<file path="src/hw/wheel_speed_pkg.sv">
//------------------------------------------------------------------------------
// Purpose: Constants shared by the wheel-speed channel control logic.
// Assumes: Eight-bit register port, four sensor channels, two open-drain outputs.
// Notes:   Offsets are the register addresses seen on the register port.
//------------------------------------------------------------------------------
package wheel_speed_pkg;

  // ---------------------------------------------------------------------------
  // Structure
  // ---------------------------------------------------------------------------
  localparam int CHANNELS = 4;
  localparam int OD_CHANNELS = 2;
  localparam int THRESHOLDS = 4;
  localparam int DIAG_BITS = 9;
  localparam int SYNC_W = 49;

  // ---------------------------------------------------------------------------
  // Register offsets
  // ---------------------------------------------------------------------------
  localparam logic [7:0] OFF_COUNT = 8'h04;
  localparam logic [7:0] OFF_OD_COUNT_FLAGS = 8'h05;
  localparam logic [7:0] OFF_STB1 = 8'h08;
  localparam logic [7:0] OFF_STB2 = 8'h0a;
  localparam logic [7:0] OFF_STB3 = 8'h0c;
  localparam logic [7:0] OFF_STB4 = 8'h0e;
  localparam logic [7:0] OFF_SENSE_FAULTS = 8'h0f;
  localparam logic [7:0] OFF_SUPPLY_EN = 8'h1b;
  localparam logic [7:0] OFF_RETURN_EN = 8'h1c;
  localparam logic [7:0] OFF_TYPE_LIMIT = 8'h1d;

  // ---------------------------------------------------------------------------
  // Field positions
  // ---------------------------------------------------------------------------
  localparam int STB_BIT = 0;
  localparam int RET_OC_LSB = 0;
  localparam int SENSE_FAULT_LSB = 4;
  localparam int SUP_EN_LSB = 0;
  localparam int RET_EN_LSB = 0;
  localparam int OD_EN_LSB = 4;
  localparam int TYPE_BIT = 0;
  localparam int SEL0_BIT = 1;
  localparam int SEL1_BIT = 2;
  localparam int SUP_OC_LSB = 4;
  localparam int OD_LIM_LSB = 0;
  localparam int OD_GND_LSB = 2;
  localparam int CNT_OVF_BIT = 4;
  localparam int CNT_CONF_BIT = 5;

  // ---------------------------------------------------------------------------
  // Values
  // ---------------------------------------------------------------------------
  localparam logic [7:0] COUNT_MAX = 8'hff;
  localparam logic [3:0] DIAG_LAST = 4'h8;
  localparam logic TYPE_INTELLIGENT = 1'b0;

endpackage

</file>
<file path="src/hw/wheel_speed_channel_control.sv">
//------------------------------------------------------------------------------
// Purpose: Switch control, current classification, fault flags and edge
//          counter for four current-encoded wheel-speed sensor channels.
// Assumes: Comparator and fault inputs are asynchronous analog results.
// Notes:   Fault flags clear on a read only once their cause has gone.
//------------------------------------------------------------------------------
`timescale 1ns/1ps

module wheel_speed_channel_control (
  // Clock and reset.
  input wire logic clk_i,
  input wire logic reset_n_i,
  // Register port.
  input wire logic [7:0] reg_addr_i,
  input wire logic reg_wr_i,
  input wire logic reg_rd_i,
  input wire logic [7:0] reg_wdata_i,
  output logic [7:0] reg_rdata_o,
  // Comparator results, bit ch*4+k is above threshold k+1 on channel ch.
  input wire logic [15:0] threshold_above_i,
  // Per-channel fault detectors.
  input wire logic [3:0] supply_overcurrent_i,
  input wire logic [3:0] supply_battery_short_status_i,
  input wire logic [3:0] return_overcurrent_i,
  input wire logic [3:0] sense_battery_short_i,
  input wire logic [3:0] sense_ground_short_i,
  input wire logic [3:0] return_ground_short_i,
  input wire logic [1:0] open_drain_overcurrent_i,
  input wire logic [1:0] open_drain_ground_short_i,
  // Supervisor events and counter pins.
  input wire logic supply_undervoltage_i,
  input wire logic battery_overvoltage_i,
  input wire logic reset_out_pin_i,
  input wire logic count_clear_pin_i,
  input wire logic count_enable_pin_i,
  // Switch drives.
  output logic [3:0] sensor_supply_switch_o,
  output logic [3:0] sensor_return_switch_o,
  output logic [1:0] open_drain_speed_out_o,
  output logic [1:0] open_drain_speed_out_oe_o,
  // Open-drain reset output.
  output logic reset_out_pin_o,
  output logic reset_out_pin_oe_o,
  // Decoded sensor information.
  output logic [3:0] digital_speed_out_o,
  output logic [3:0] sensor_undercurrent_o,
  output logic [3:0] sensor_overcurrent_o,
  output logic [35:0] diag_words_o,
  output logic [7:0] pulse_count_o
);

  // ---------------------------------------------------------------------------
  // State
  // ---------------------------------------------------------------------------
  typedef struct packed {
    logic [wheel_speed_pkg::SYNC_W-1:0] sync1;
    logic [wheel_speed_pkg::SYNC_W-1:0] sync2;
    logic [3:0] sup_en;
    logic [3:0] ret_en;
    logic [1:0] od_en;
    logic sensor_type;
    logic [1:0] cnt_sel;
    logic [3:0] stb_flag;
    logic [3:0] sup_oc_flag;
    logic [3:0] ret_oc_flag;
    logic [3:0] sense_fault_flag;
    logic [1:0] od_lim_flag;
    logic [1:0] od_gnd_flag;
    logic cnt_ovf_flag;
    logic cnt_conf_flag;
    logic [3:0] speed;
    logic [3:0] under;
    logic [3:0] over;
    logic [7:0] count;
    logic [3:0] diag_seen;
    logic [3:0][3:0] diag_cnt;
    logic [3:0][8:0] diag_shift;
    logic [3:0][8:0] diag_word;
    logic [7:0] rdata;
  } state_t;

  state_t st;
  state_t next_st;

  // ---------------------------------------------------------------------------
  // Input synchronisation
  // ---------------------------------------------------------------------------
  // Raw asynchronous inputs gathered into one bus for the two-stage chain.
  logic [wheel_speed_pkg::SYNC_W-1:0] async_in;
  assign async_in = {threshold_above_i, supply_overcurrent_i, supply_battery_short_status_i,
                     return_overcurrent_i, sense_battery_short_i, sense_ground_short_i,
                     return_ground_short_i, open_drain_overcurrent_i,
                     open_drain_ground_short_i, supply_undervoltage_i, battery_overvoltage_i,
                     reset_out_pin_i, count_clear_pin_i, count_enable_pin_i};

  // Synchronised copies, taken only from the second stage.
  logic [15:0] thr;
  logic [3:0] sup_oc;
  logic [3:0] sup_vbat;
  logic [3:0] ret_oc;
  logic [3:0] sns_stb;
  logic [3:0] sns_stg;
  logic [3:0] ret_stg;
  logic [1:0] od_oc;
  logic [1:0] od_stg;
  logic uv;
  logic ov;
  logic rst_pin;
  logic count_clear_pin;
  logic cnt_en;
  assign {thr, sup_oc, sup_vbat, ret_oc, sns_stb, sns_stg, ret_stg, od_oc, od_stg,
          uv, ov, rst_pin, count_clear_pin, cnt_en} = st.sync2;

  // ---------------------------------------------------------------------------
  // Switch drives
  // ---------------------------------------------------------------------------
  // Supervisor shutdown; the pin counts as pulled low only when not driven here.
  logic shutdown;
  assign shutdown = uv | ov | (~rst_pin & ~uv);

  // Supply drops on its own flags only, return on its own, open-drain likewise.
  assign sensor_supply_switch_o = st.sup_en & ~st.sup_oc_flag & ~st.stb_flag
                                  & {4{~shutdown}};
  assign sensor_return_switch_o = st.ret_en & ~st.ret_oc_flag & {4{~shutdown}};
  // A high speed level pulls the open-drain pin low.
  assign open_drain_speed_out_oe_o = st.od_en & st.speed[1:0] & ~st.od_lim_flag
                                     & {2{~shutdown}};
  assign open_drain_speed_out_o = 2'h0;

  // Reset output is pulled low during supply undervoltage.
  assign reset_out_pin_o = 1'b0;
  assign reset_out_pin_oe_o = uv;

  // Registered data outputs.
  assign reg_rdata_o = st.rdata;
  assign digital_speed_out_o = st.speed;
  assign sensor_undercurrent_o = st.under;
  assign sensor_overcurrent_o = st.over;
  assign diag_words_o = st.diag_word;
  assign pulse_count_o = st.count;

  // ---------------------------------------------------------------------------
  // Next-state logic
  // ---------------------------------------------------------------------------
  // Fault conditions, read strobes and the selected counter input.
  logic [3:0] stb_cond;
  logic [3:0] ret_cond;
  logic [3:0] sense_cond;
  logic [1:0] od_gnd_cond;
  logic rd_stb_hit [4];
  logic rd_sense;
  logic rd_limit;
  logic rd_od;
  logic [1:0] sel_idx;
  logic sel_edge;
  assign stb_cond = sup_vbat & ~sensor_supply_switch_o;
  assign ret_cond = ret_oc | sns_stb;
  assign sense_cond = sns_stg | ret_stg;
  assign od_gnd_cond = od_stg & ~open_drain_speed_out_oe_o;
  assign rd_stb_hit[0] = reg_rd_i && reg_addr_i == wheel_speed_pkg::OFF_STB1;
  assign rd_stb_hit[1] = reg_rd_i && reg_addr_i == wheel_speed_pkg::OFF_STB2;
  assign rd_stb_hit[2] = reg_rd_i && reg_addr_i == wheel_speed_pkg::OFF_STB3;
  assign rd_stb_hit[3] = reg_rd_i && reg_addr_i == wheel_speed_pkg::OFF_STB4;
  assign rd_sense = reg_rd_i && reg_addr_i == wheel_speed_pkg::OFF_SENSE_FAULTS;
  assign rd_limit = reg_rd_i && reg_addr_i == wheel_speed_pkg::OFF_TYPE_LIMIT;
  assign rd_od = reg_rd_i && reg_addr_i == wheel_speed_pkg::OFF_OD_COUNT_FLAGS;
  assign sel_idx = {st.cnt_sel[0], st.cnt_sel[1]};

  // Fills the next copy of the whole state.
  always_comb begin
    logic t1;
    logic t2;
    logic t3;
    logic t4;
    logic [7:0] rd;
    next_st = st;
    t1 = 1'b0;
    t2 = 1'b0;
    t3 = 1'b0;
    t4 = 1'b0;
    rd = 8'h00;
    next_st.sync1 = async_in;
    next_st.sync2 = st.sync1;

    // Per-channel classification, flags and diagnostic decoding.
    for (int ch = 0; ch < wheel_speed_pkg::CHANNELS; ch++) begin
      t1 = thr[ch*wheel_speed_pkg::THRESHOLDS];
      t2 = thr[ch*wheel_speed_pkg::THRESHOLDS+1];
      t3 = thr[ch*wheel_speed_pkg::THRESHOLDS+2];
      t4 = thr[ch*wheel_speed_pkg::THRESHOLDS+3];
      next_st.under[ch] = ~t1;
      if (st.sensor_type == wheel_speed_pkg::TYPE_INTELLIGENT) begin
        next_st.over[ch] = t4;
        next_st.speed[ch] = t3;
        next_st.diag_seen[ch] = (t2 & ~t3) | (st.diag_seen[ch] & ~(t3 & ~st.speed[ch]));
        if (t3 && !st.speed[ch]) begin
          next_st.diag_shift[ch] = {st.diag_shift[ch][7:0], st.diag_seen[ch]};
          if (st.diag_cnt[ch] == wheel_speed_pkg::DIAG_LAST) begin
            next_st.diag_word[ch] = {st.diag_shift[ch][7:0], st.diag_seen[ch]};
            next_st.diag_cnt[ch] = 4'h0;
          end else begin
            next_st.diag_cnt[ch] = st.diag_cnt[ch] + 4'h1;
          end
        end
      end else begin
        next_st.over[ch] = t3;
        next_st.speed[ch] = t2;
        next_st.diag_seen[ch] = 1'b0;
      end
      // A new cause always wins over a clearing read.
      next_st.stb_flag[ch] = stb_cond[ch] | (st.stb_flag[ch] & ~rd_stb_hit[ch]);
      next_st.sup_oc_flag[ch] = sup_oc[ch] | (st.sup_oc_flag[ch] & ~rd_limit);
      next_st.ret_oc_flag[ch] = ret_cond[ch] | (st.ret_oc_flag[ch] & ~rd_sense);
      next_st.sense_fault_flag[ch] = sense_cond[ch]
                                     | (st.sense_fault_flag[ch] & ~rd_sense);
    end

    // Edge of the selected speed output, taken from the registered level and
    // its next value, so that a change of select alone never counts.
    sel_edge = next_st.speed[sel_idx] ^ st.speed[sel_idx];

    // Open-drain flags.
    next_st.od_lim_flag = od_oc | (st.od_lim_flag & {2{~rd_od}});
    next_st.od_gnd_flag = od_gnd_cond | (st.od_gnd_flag & {2{~rd_od}});

    // Edge counter with saturation and control conflict detection.
    if (count_clear_pin) begin
      next_st.count = 8'h00;
    end else if (cnt_en && sel_edge && st.count != wheel_speed_pkg::COUNT_MAX) begin
      next_st.count = st.count + 8'h01;
    end
    next_st.cnt_ovf_flag = (st.count == wheel_speed_pkg::COUNT_MAX)
                           | (st.cnt_ovf_flag & ~rd_od);
    next_st.cnt_conf_flag = (count_clear_pin & cnt_en) | (st.cnt_conf_flag & ~rd_od);

    // Register writes.
    if (reg_wr_i) begin
      case (reg_addr_i)
        wheel_speed_pkg::OFF_SUPPLY_EN: begin
          next_st.sup_en = reg_wdata_i[wheel_speed_pkg::SUP_EN_LSB +: 4];
        end
        wheel_speed_pkg::OFF_RETURN_EN: begin
          next_st.ret_en = reg_wdata_i[wheel_speed_pkg::RET_EN_LSB +: 4];
          next_st.od_en = reg_wdata_i[wheel_speed_pkg::OD_EN_LSB +: 2];
        end
        wheel_speed_pkg::OFF_TYPE_LIMIT: begin
          next_st.sensor_type = reg_wdata_i[wheel_speed_pkg::TYPE_BIT];
          next_st.cnt_sel[0] = reg_wdata_i[wheel_speed_pkg::SEL0_BIT];
          next_st.cnt_sel[1] = reg_wdata_i[wheel_speed_pkg::SEL1_BIT];
        end
        default: begin
        end
      endcase
    end

    // Supervisor events clear every enable bit.
    if (shutdown) begin
      next_st.sup_en = 4'h0;
      next_st.ret_en = 4'h0;
      next_st.od_en = 2'h0;
    end

    // Read data, captured before any clear takes effect.
    case (reg_addr_i)
      wheel_speed_pkg::OFF_COUNT: rd = st.count;
      wheel_speed_pkg::OFF_OD_COUNT_FLAGS: begin
        rd[wheel_speed_pkg::OD_LIM_LSB +: 2] = st.od_lim_flag;
        rd[wheel_speed_pkg::OD_GND_LSB +: 2] = st.od_gnd_flag;
        rd[wheel_speed_pkg::CNT_OVF_BIT] = st.cnt_ovf_flag;
        rd[wheel_speed_pkg::CNT_CONF_BIT] = st.cnt_conf_flag;
      end
      wheel_speed_pkg::OFF_STB1: rd[wheel_speed_pkg::STB_BIT] = st.stb_flag[0];
      wheel_speed_pkg::OFF_STB2: rd[wheel_speed_pkg::STB_BIT] = st.stb_flag[1];
      wheel_speed_pkg::OFF_STB3: rd[wheel_speed_pkg::STB_BIT] = st.stb_flag[2];
      wheel_speed_pkg::OFF_STB4: rd[wheel_speed_pkg::STB_BIT] = st.stb_flag[3];
      wheel_speed_pkg::OFF_SENSE_FAULTS: begin
        rd[wheel_speed_pkg::RET_OC_LSB +: 4] = st.ret_oc_flag;
        rd[wheel_speed_pkg::SENSE_FAULT_LSB +: 4] = st.sense_fault_flag;
      end
      wheel_speed_pkg::OFF_SUPPLY_EN: rd[wheel_speed_pkg::SUP_EN_LSB +: 4] = st.sup_en;
      wheel_speed_pkg::OFF_RETURN_EN: begin
        rd[wheel_speed_pkg::RET_EN_LSB +: 4] = st.ret_en;
        rd[wheel_speed_pkg::OD_EN_LSB +: 2] = st.od_en;
      end
      wheel_speed_pkg::OFF_TYPE_LIMIT: begin
        rd[wheel_speed_pkg::TYPE_BIT] = st.sensor_type;
        rd[wheel_speed_pkg::SEL0_BIT] = st.cnt_sel[0];
        rd[wheel_speed_pkg::SEL1_BIT] = st.cnt_sel[1];
        rd[wheel_speed_pkg::SUP_OC_LSB +: 4] = st.sup_oc_flag;
      end
      default: rd = 8'h00;
    endcase
    if (reg_rd_i) begin
      next_st.rdata = rd;
    end
  end

  // ---------------------------------------------------------------------------
  // State register
  // ---------------------------------------------------------------------------
  // Registers the whole state. The reset pin chain starts low, so shutdown
  // holds the enables clear for a few cycles after reset is released.
  always_ff @(posedge clk_i or negedge reset_n_i) begin
    if (!reset_n_i) begin
      st <= '0;
    end else begin
      st <= next_st;
    end
  end
endmodule // wheel_speed_channel_control

</file>
<file path="config.mk">
export PLATFORM = sky130hd
export DESIGN_NAME = wheel_speed_channel_control
export DESIGN_NICKNAME = d
export VERILOG_FILES = /design/src/hw/wheel_speed_pkg.sv /design/src/hw/wheel_speed_channel_control.sv
export SDC_FILE = /design/constraint.sdc
export NUM_CORES = 1
export LEC_CHECK = 0
export BUFFER_PORTS_ARGS = -buffer_cell sky130_fd_sc_hd__buf_2
export CORE_AREA = 2 2 137 139
export CTS_BUF_LIST = sky130_fd_sc_hd__clkbuf_4 sky130_fd_sc_hd__clkbuf_8
export DETAILED_ROUTE_END_ITERATION = 16
export DIE_AREA = 0 0 139 141
export PLACE_DENSITY_LB_ADDON = 0.1
export SYNTH_ARGS = -nofsm -noshare
export SYNTH_HDL_FRONTEND = slang
export SYNTH_SLANG_ARGS = --single-unit
</file>
<file path="constraint.sdc">
create_clock -name clk_i -period 2.6 [get_ports clk_i]
set_clock_uncertainty 0.2 [all_clocks]
set_input_delay 0.39 -clock clk_i [delete_from_list [all_inputs] [get_ports clk_i]]
set_output_delay 0.39 -clock clk_i [all_outputs]
set_load 0.1 [all_outputs]
</file>
==> results.toml, run 1 <==
[timing]
rsz0062_at_grt = "false"
layout_setup_ws_ns = 0.1027
slew_headroom = 0.6259
hold_ws_ns = 0.1215
final_max_slew_viol_count = 0
setup_violations = 0
final.min_clock_period_ns = 2.497
finalCritPeriodShare = 0.9605
fmax_ghz = 0.4004
hold_viol = 0
worstMarginPinSlew_ns = 0.5591

[grt]
use_met1 = 0.2512
grtUsageMet3 = 0.04552
top_usage_layer = "met2"
grt_pass1_vias = 6319
antenna_found_initial = 0
grt_first_pass_wirelength_um = 31220
grt_max_degree = 77
grt.total_usage = 0.1965
use_met2 = 0.3326
grt_overflow = 0

[clock_tree]
clkLatencyLatePin_ns = 0.52
cts_tree = "yes"
clock-sinks = 249
cts_buffers = 40
root_buffer = "clkbuf_8"
path_clk_slew_ns = 0.06
cts_max_level = 2
post-cts-setup-buffer-count = 0
clk_path_buf_depth = 3

[drt]
drc_errors = 0
vias_per_cell = 5.164
vias = 6083
drt_first_pass_iters = 5
avgRoutedWirePerCell_um = 16.14
drtAntennaViolNets = 0
wl_um = 19010
drt_iter0_drc = 331

[logic_synthesis]
synth_top_area_cell = "dfrtp_1"
syn_inst = 739
yosysWarningCount = 0
synth_top_cell_area_share = 0.6358
ys_async_sr_fraction = 1.000
ys_ff_latch = 249
yosys_most_used_dff = "dfrtp_1"
synth_area_sq_um = 9801
ys_seq_area_frac = 0.6358
synth_area_leaders = "dfrtp_1 (64%), mux2_2 (9.1%), buf_4 (5.1%), mux2i_1 (1.8%), nor2_1 (1.5%)"
synth_edf_count = 0
synth_cell_types = 59
avgSynthCellArea_sq_um = 13.26

[placed_design]
gp_congestion = 0.8961
io_buffers = 141
dp_hpwl_um = 13130
place_ws_ns = 0.01607

[critical_path]
slowest_stage = "dfrtp_4"
critPathMaxFanout = 20
start_kind = "register"
crit_path_end_kind = "output port"
slowest_delay_ns = 0.48
critical_path_arrival_ns = 1.91
crit_chain = "nor2_2 > nand2_2 > buf_8 > nor4b_4 > buf_12"
critPathKind = "register to output port"
cp.required_ns = 2.01

[final_layout]
drive_gt1_frac = 0.3686
layout_commonest_cell = "dfrtp_1"
area_growth_pct = 24.45
final_nets = 993
insertedDiodeCount = 0
final_util = 0.6677
most-common-layout-cells = "dfrtp_1 (247), buf_2 (130), mux2_2 (79), dlygate4sd3_1 (56), clkbuf_8 (52)"

[status]
status = "complete, no violations"

[hold_path]
hold_path.class = "input pin to asynchronous set/reset pin"

[floorplan]
pin_count = 147
die_w_um = 139
die_area_sq_um = 19600
dieHeight_um = 141
core_area_sq_um = 18270
start_util = 0.5365
num_rows = 50

[power_and_ir_drop]
power_density_nw_per_um2 = 989.4
max-vdd-ir-drop_mv = 0.9406
leakagePower_uw = 0.005772

[run]
maxCapViolCount = 0
## kinds of logic (layout without fill, tap and decap cells)
group | Yosys count | in the layout | synth area share
AND/OR/NAND/NOR | 165 | 165 | 0.09345
flip-flops | 249 | 249 | 0.6358
multiplexers | 102 | 102 | 0.1152
AO/OA/AOI/OAI | 90 | 90 | 0.06524
other | 1 | 3 | 0.0003826
adder cells (fa/ha/maj) | 9 | 9 | 0.01149
buffers and inverters | 115 | 318 | 0.07136
XOR/XNOR | 8 | 8 | 0.007149
## metrics by stage
stage	TNS [ns]	std cells	area [sq um]	total power, uW
floorplan	-0.2666	741	9966	8231
global placement	0	1051	10750	8427
detailed placement	0	1051	10750	8576
CTS	0	1178	12200	12200
global route	0	1178	12200	12660
finish	0	1178	12200	12070
## where the power goes
group | internal [uW] | switching (uW)
combinational | 900 | 2630
clock | 2080 | 1440
sequential | 4570 | 444
## synthesized netlist by cell type, drive strengths merged, types with 2 or more instances
library cell / instances
dfrtp: 249
nand4: 6
nor3: 7
o21ai: 18
nor4b: 5
a211o: 10
nor2b: 16
o211ai: 2
nand2: 40
mux2: 83
a32oi: 4
nor3b: 4
inv: 24
nor4: 9
nor2: 40
a22o: 9
and4: 2
xnor2: 4
mux2i: 19
a211oi: 2
nand4b: 5
a22oi: 6
o2bb2ai: 2
a31oi: 4
nand2b: 7
nand3: 14
clkbuf: 12
and3: 4
xor2: 4
a21oi: 16
ha: 9
a21boi: 2
o22a: 3
a21o: 7
buf: 79
## per-layer routing
layer	up-vias	wire, um
met5	-	0
met4	0	476
met3	40	1053
met2	183	9446
met1	3008	8031
li1	2852	-
## critical path, delay by kind of cell, from the launching register on
family                 cells  cell delay (ns)
flip-flops                 1             0.48
buffers and inverters      2             0.40
AND/OR/NAND/NOR            3             0.49
## state kept, by name (all words and copies together) (netlist names), 4 cells and up
register	count
diag_words_o	36
digital_speed_out_o	4
next_st	49
pulse_count_o	8
reg_rdata_o	8
ret_oc	4
ret_stg	4
sensor_overcurrent_o	4
sensor_undercurrent_o	4
sns_stb	4
sns_stg	4
st	109
## path summary, 6_finish.rpt
path | startpoint | to | slack, ns | cells past startpoint
max | reset_out_pin_oe_o$_DFF_PN0_ | sensor_supply_switch_o[3] | 0.10 | 5
min | reset_n_i | st[58]$_DFFE_PN0P_ | 0.12 | 2
max in group asynchronous | reset_n_i | next_st[184]$_DFF_PN0_ | 1.35 | 3
min in group clk_i | reg_rd_i | reg_rdata_o[2]$_DFFE_PN0P_ | 0.12 | 2
max reg2reg | st[144]$_DFFE_PN0P_ | pulse_count_o[6]$_DFFE_PN0P_ | 0.16 | 6
min reg2reg | next_st[198]$_DFF_PN0_ | st[198]$_DFF_PN0_ | 0.14 | 0
## area by class of cell
class	instances	area, sq um
Fill cell	1351	6071
Clock inverter	6	62.56
Sequential cell	249	6236
Inverter	24	90.09
Clock buffer	65	813.3
Timing Repair Buffer	223	1667
Multi-Input combinational cell	377	3035
Tap cell	234	292.8
## what timing repair did
item                       in CTS  in global routing
hold endpoints to repair      311                  0
hold buffers                   56                  0
pin swaps                       1                  1
resized for setup               2                  1
setup endpoints to repair       3                  3
Power figures use the tool's default switching activity.
==> inputs of run 2 (changes only) <==
Settings changed: PLACE_DENSITY set to 0.82, PLACE_DENSITY_LB_ADDON 0.1 to not set.
==> results.toml, run 2 (synthesis results as in run 1) <==
[clock_tree]
cts_max_level = 2
root_buffer = "clkbuf_8"
clock-sinks = 249
clkLatencyLatePin_ns = 0.53
path_clk_slew_ns = 0.06
cts_buffers = 40
cts_tree = "yes"
clk_path_buf_depth = 3

[final_layout]
largest_register_ffs = 109
final_area_sq_um = 12130
layout_commonest_cell = "dfrtp_1"
fillCellCount = 1354
drive_gt1_frac = 0.3649
area_growth_pct = 23.81
most-common-layout-cells = "dfrtp_1 (248), buf_2 (130), mux2_2 (79), dlygate4sd3_1 (56), clkbuf_8 (49)"
finalNonFillerCells = 1177
final_nets = 991
multi_input_area_sq_um = 3040
largest_register = "st"
layout.area.seq_sq_um = 6235

[timing]
hold_ws_ns = 0.1087
slew_headroom = 0.6555
fmax_ghz = 0.3970
finalCritPeriodShare = 0.9687
setup_violations = 0
final.min_clock_period_ns = 2.519
hold_viol = 0
rsz0062_at_grt = "false"
final_max_slew_viol_count = 0
worstMarginPinSlew_ns = 0.5203
layout_setup_ws_ns = 0.08127

[drt]
vias = 6186
wl_um = 19870
drt_iter0_drc = 371
drt_first_pass_iters = 5
vias_per_cell = 5.256
drc_errors = 0
avgRoutedWirePerCell_um = 16.88
drtAntennaViolNets = 0

[placed_design]
placedCellCount = 1049
dpl_cell_area_sq_um = 10740
gp_congestion = 0.8156
place_ws_ns = 0.1744
io_buffers = 141
dp_hpwl_um = 13000

[power_and_ir_drop]
swShare = 0.3798
p_switching_uw = 4517
pwr-share-clk = 0.280
leakagePower_uw = 0.005746
p_seq_frac = 0.423
power_density_nw_per_um2 = 980.2
comb_power_share = 0.297
max-vdd-ir-drop_mv = 0.9713
p_int_uw = 7377

[critical_path]
slowest_stage = "dfrtp_4"
start_kind = "register"
crit_chain = "nor2_2 > nand2_4 > buf_8 > nor3b_4 > buf_12"
critPathMaxFanout = 16
critPathKind = "register to output port"
crit_path_end_kind = "output port"
critical_path_arrival_ns = 1.93
cp.required_ns = 2.01
slowest_delay_ns = 0.47

[grt]
grt_first_pass_wirelength_um = 32940
grt.total_usage = 0.2087
grt_overflow = 0
antenna_found_initial = 3
grt_pass1_vias = 6318
grt_max_degree = 77

[floorplan]
pin_count = 147
dieHeight_um = 141
die_area_sq_um = 19600
die_w_um = 139
core_area_sq_um = 18270
num_rows = 50
start_util = 0.5365

[run]
maxCapViolCount = 0

[hold_path]
hold_path.class = "input pin to register"

[status]
status = "complete, no violations"
## run 2: path summary, 6_finish.rpt
| check | from | end | slack [ns] | depth (start not counted) |
|---|---|---|---|---|
| setup / recovery | reset_out_pin_oe_o$_DFF_PN0_ | sensor_return_switch_o[0] | 0.08 | 5 |
| hold / removal | reg_wr_i | sel_idx[1]$_DFFE_PN0P_ | 0.11 | 3 |
| setup reg to reg | st[144]$_DFFE_PN0P_ | pulse_count_o[5]$_DFFE_PN0P_ | 0.16 | 6 |
| hold reg to reg | next_st[185]$_DFF_PN0_ | st[185]$_DFF_PN0_ | 0.14 | 0 |
| max in group asynchronous | reset_n_i | sensor_undercurrent_o[2]$_DFF_PN0_ | 1.34 | 3 |
| min in group asynchronous | reset_n_i | st[202]$_DFF_PN0_ | 0.16 | 2 |
## run 2: cell type report
class	count	share of cell area
sequential	249	0.5138
multi-input combinational	377	0.2506
timing repair buffer	221	0.1361
clock buffer	64	0.06486
tap	234	0.02413
inverter	24	0.007424
clock inverter	5	0.002475
antenna	3	0.0006187
## run 2: through the flow
step / utilization / power [uW] / setup TNS (ns)
2_1_floorplan: - / 8231 / -0.2666
3_3_place_gp: 0.5877 / 8436 / 0
3_5_place_dp: 0.5877 / 8553 / 0
4_1_cts: 0.6638 / 12020 / 0
5_1_grt: 0.6642 / 12480 / 0
6_report: 0.6642 / 11890 / 0
## run 2: critical path: cells and delay by family (launching register included)
family / cells / cell delay (ns)
flops: 1 / 0.47
buf+inv: 2 / 0.41
simple gates: 3 / 0.51
## run 2: per-layer routing
layer / up-vias / track usage / routed length, um
met5: - / 0 / 0
met4: 0 / 0.07071 / 418
met3: 36 / 0.05435 / 1236
met2: 207 / 0.3363 / 9891
met1: 3103 / 0.2797 / 8327
li1: 2840 / - / -
## run 2: repair_timing
item,CTS,global route
resized for setup,3,0
endpoints found under the setup margin,6,0
buffers inserted,0,0
hold buffers,56,0
endpoints found under the hold margin,311,0
## run 2: power by group through the flow
stage                     combinational [uW]  clock, uW  sequential (uW)
after global routing                    3710       3650             5110
final                                   3530       3330             5030
after detailed placement                3470          0             5080
after floorplan                         3290          0             4940
after global placement                  3390          0             5050
after CTS                               3550       3450             5020
==> inputs of run 3 (changes only) <==
Settings changed: ABC_AREA set to 1, CORE_AREA 2 2 137 139 to 2 2 136 138, DIE_AREA 0 0 139 141 to 0 0 138 140, PLACE_DENSITY 0.82 to 0.83.
==> results.toml, run 3 <==
[status]
status = "complete, no violations"

[critical_path]
crit_path_end_kind = "output port"
critPathMaxFanout = 12
crit_family = "buffers and inverters"
critPathKind = "register to output port"
critical_path_arrival_ns = 1.89
start_kind = "register"
worstSetupStartpoint = "reset_out_pin_oe_o$_DFF_PN0_"
crit_chain = "nor2_1 > nand2_1 > buf_4 > inv_1 > nand2_1 > nor2_2 > buf_12"
cp.required_ns = 2.01
crit_top_cell = "nand2_1"
r2r_start = "st[144]$_DFFE_PN0P_"
path_buf_inv = 3
slowest_stage = "dfrtp_4"
slowest_delay_ns = 0.47

[final_layout]
final_nets = 1193
largest_register = "st"
area_growth_pct = 22.43
most-common-layout-cells = "dfrtp_1 (248), nand2_1 (189), buf_2 (130), inv_1 (112), o21ai_0 (93)"
drive_gt1_frac = 0.2368
final_util = 0.6699
largest_register_ffs = 109
layout_commonest_cell = "dfrtp_1"
insertedDiodeCount = 0

[grt]
grt_overflow = 0
grt_pass1_vias = 7121
grt.total_usage = 0.2228
grt_max_degree = 89
grt_first_pass_wirelength_um = 34880
antenna_found_initial = 0

[logic_synthesis]
syn_inst = 945
synth_top_area_cell = "dfrtp_1"
yosys_most_used_dff = "dfrtp_1"
ys_ff_latch = 249
synth_cell_types = 37
netlist_top_cells_count = "dfrtp_1 (249), nand2_1 (189), inv_1 (112)"
synth_edf_count = 0
ys_async_sr_fraction = 1.000
yosysMostFrequentCell = "dfrtp_1"
synth_area_sq_um = 9728
synth_area_leaders = "dfrtp_1 (64%), nand2_1 (7.3%), buf_4 (5.2%), o21ai_0 (4.8%), inv_1 (4.3%)"
yosysWarningCount = 0
avgSynthCellArea_sq_um = 10.29
synth_top_cell_area_share = 0.6405
ys_seq_area_frac = 0.6405

[timing]
hold_viol = 0
finalCritPeriodShare = 0.9539
layout_setup_ws_ns = 0.1198
final.min_clock_period_ns = 2.480
fmax_ghz = 0.4032
rsz0062_at_grt = "false"
tns_ns = 0
setup_violations = 0
slew_headroom = 0.5455
worstMarginPinSlew_ns = 0.6818
final_max_slew_viol_count = 0

[clock_tree]
root_buffer = "clkbuf_8"
clock-sinks = 249
path_clk_slew_ns = 0.07
cts_tree = "yes"
cts_buffers = 39
post-cts-setup-buffer-count = 0
clkLatencyLatePin_ns = 0.54
clk_path_buf_depth = 3
cts_max_level = 2

[power_and_ir_drop]
swShare = 0.3579
power_density_nw_per_um2 = 891.5
p_int_uw = 6818
p_seq_frac = 0.437
p_switching_uw = 3800
comb_power_share = 0.242
max-vdd-ir-drop_mv = 0.7929
leakagePower_uw = 0.006023
pwr-share-clk = 0.321

[drt]
drtAntennaViolNets = 0
wl_met3_um = 1386
drc_errors = 0
wl_met1_um = 8477
dr.max_layer_used = "met4"
drt_iter0_drc = 513
wl_um = 20900
vias_per_cell = 5.025
avgRoutedWirePerCell_um = 15.27
drt_first_pass_iters = 5
vias = 6879
met2WireLength_um = 10520

[floorplan]
num_rows = 49
start_util = 0.5471
dieHeight_um = 140
core_area_sq_um = 17780
die_area_sq_um = 19320
pin_count = 147
die_w_um = 138

[hold_path]
hold_path.class = "input pin to register"
hp-start = "reg_wr_i"

[run]
maxCapViolCount = 0

[placed_design]
place_ws_ns = 0.5450
io_buffers = 141
dp_hpwl_um = 13300
gp_congestion = 0.8603
-- run 3: metal layers --
layer	vias to the layer above	track usage
met2	248	0.3848
met4	0	0.08002
met5	-	0
met1	3282	0.2727
li1	3305	-
met3	44	0.05846
-- run 3: area by class of cell --
class,count,area (sq um)
clock inverters,5,56.30
well taps,229,286.5
inverters,125,471.7
flip-flops and latches,249,6235
clock buffers,61,764.5
repair buffers,207,1539
multi-input cells,493,2557
fillers,1302,5869
-- run 3: what timing repair did --
action / 4_1_cts / 5_1_grt
setup endpoints to repair: 0 / 3
hold buffers: 56 / 0
gates resized for setup: 0 / 0
hold endpoints to repair: 142 / 0
-- run 3: logic make-up (layout without fill, tap and decap cells) --
group / after synthesis / in the layout / share of synthesized area
adder cells (fa/ha/maj): 9 / 9 / 0.01158
flip-flops: 249 / 249 / 0.6405
XOR/XNOR: 4 / 4 / 0.003602
other: 1 / 3 / 0.0003855
buffers and inverters: 205 / 398 / 0.1074
AO/OA/AOI/OAI: 152 / 152 / 0.08605
AND/OR/NAND/NOR: 325 / 325 / 0.1505
-- run 3: worst paths after layout --
check,to,slack [ns],depth (start not counted)
setup / recovery,sensor_return_switch_o[0],0.12,7
hold / removal,st[153]$_DFFE_PN0P_,0.04,4
min in group asynchronous,diag_words_o[15]$_DFFE_PN0P_,0.26,2
setup reg to reg,st[83]$_DFFE_PN0P_,0.50,6
max in group asynchronous,next_st[177]$_DFF_PN0_,1.20,3
hold reg to reg,st[201]$_DFF_PN0_,0.14,0
-- run 3: power groups by stage --
stage,clock (uW),sequential [uW],combinational (uW)
6_report,3410,4640,2570
5_1_grt,3700,4690,2750
4_1_cts,3490,4630,2580
3_5_place_dp,0,4690,2500
3_3_place_gp,0,4660,2440
2_1_floorplan,0,4630,2310
-- run 3: through the flow --
step	cell area, sq um	power, uW	hold WS, ns	instances
after floorplan	9847	6943	-0.1056	947
after global placement	10530	7109	0.1318	1247
after detailed placement	10530	7193	0.1347	1247
after CTS	11910	10700	0.003730	1369
after global routing	11910	11130	0.05614	1369
final	11910	10620	0.04039	1369
-- run 3: tightest hold or removal path, stage by stage --
cell	delay, ns
buf_2	0.11
a21oi_1	0.12
nand2_1	0.08
nand2_1	0.04
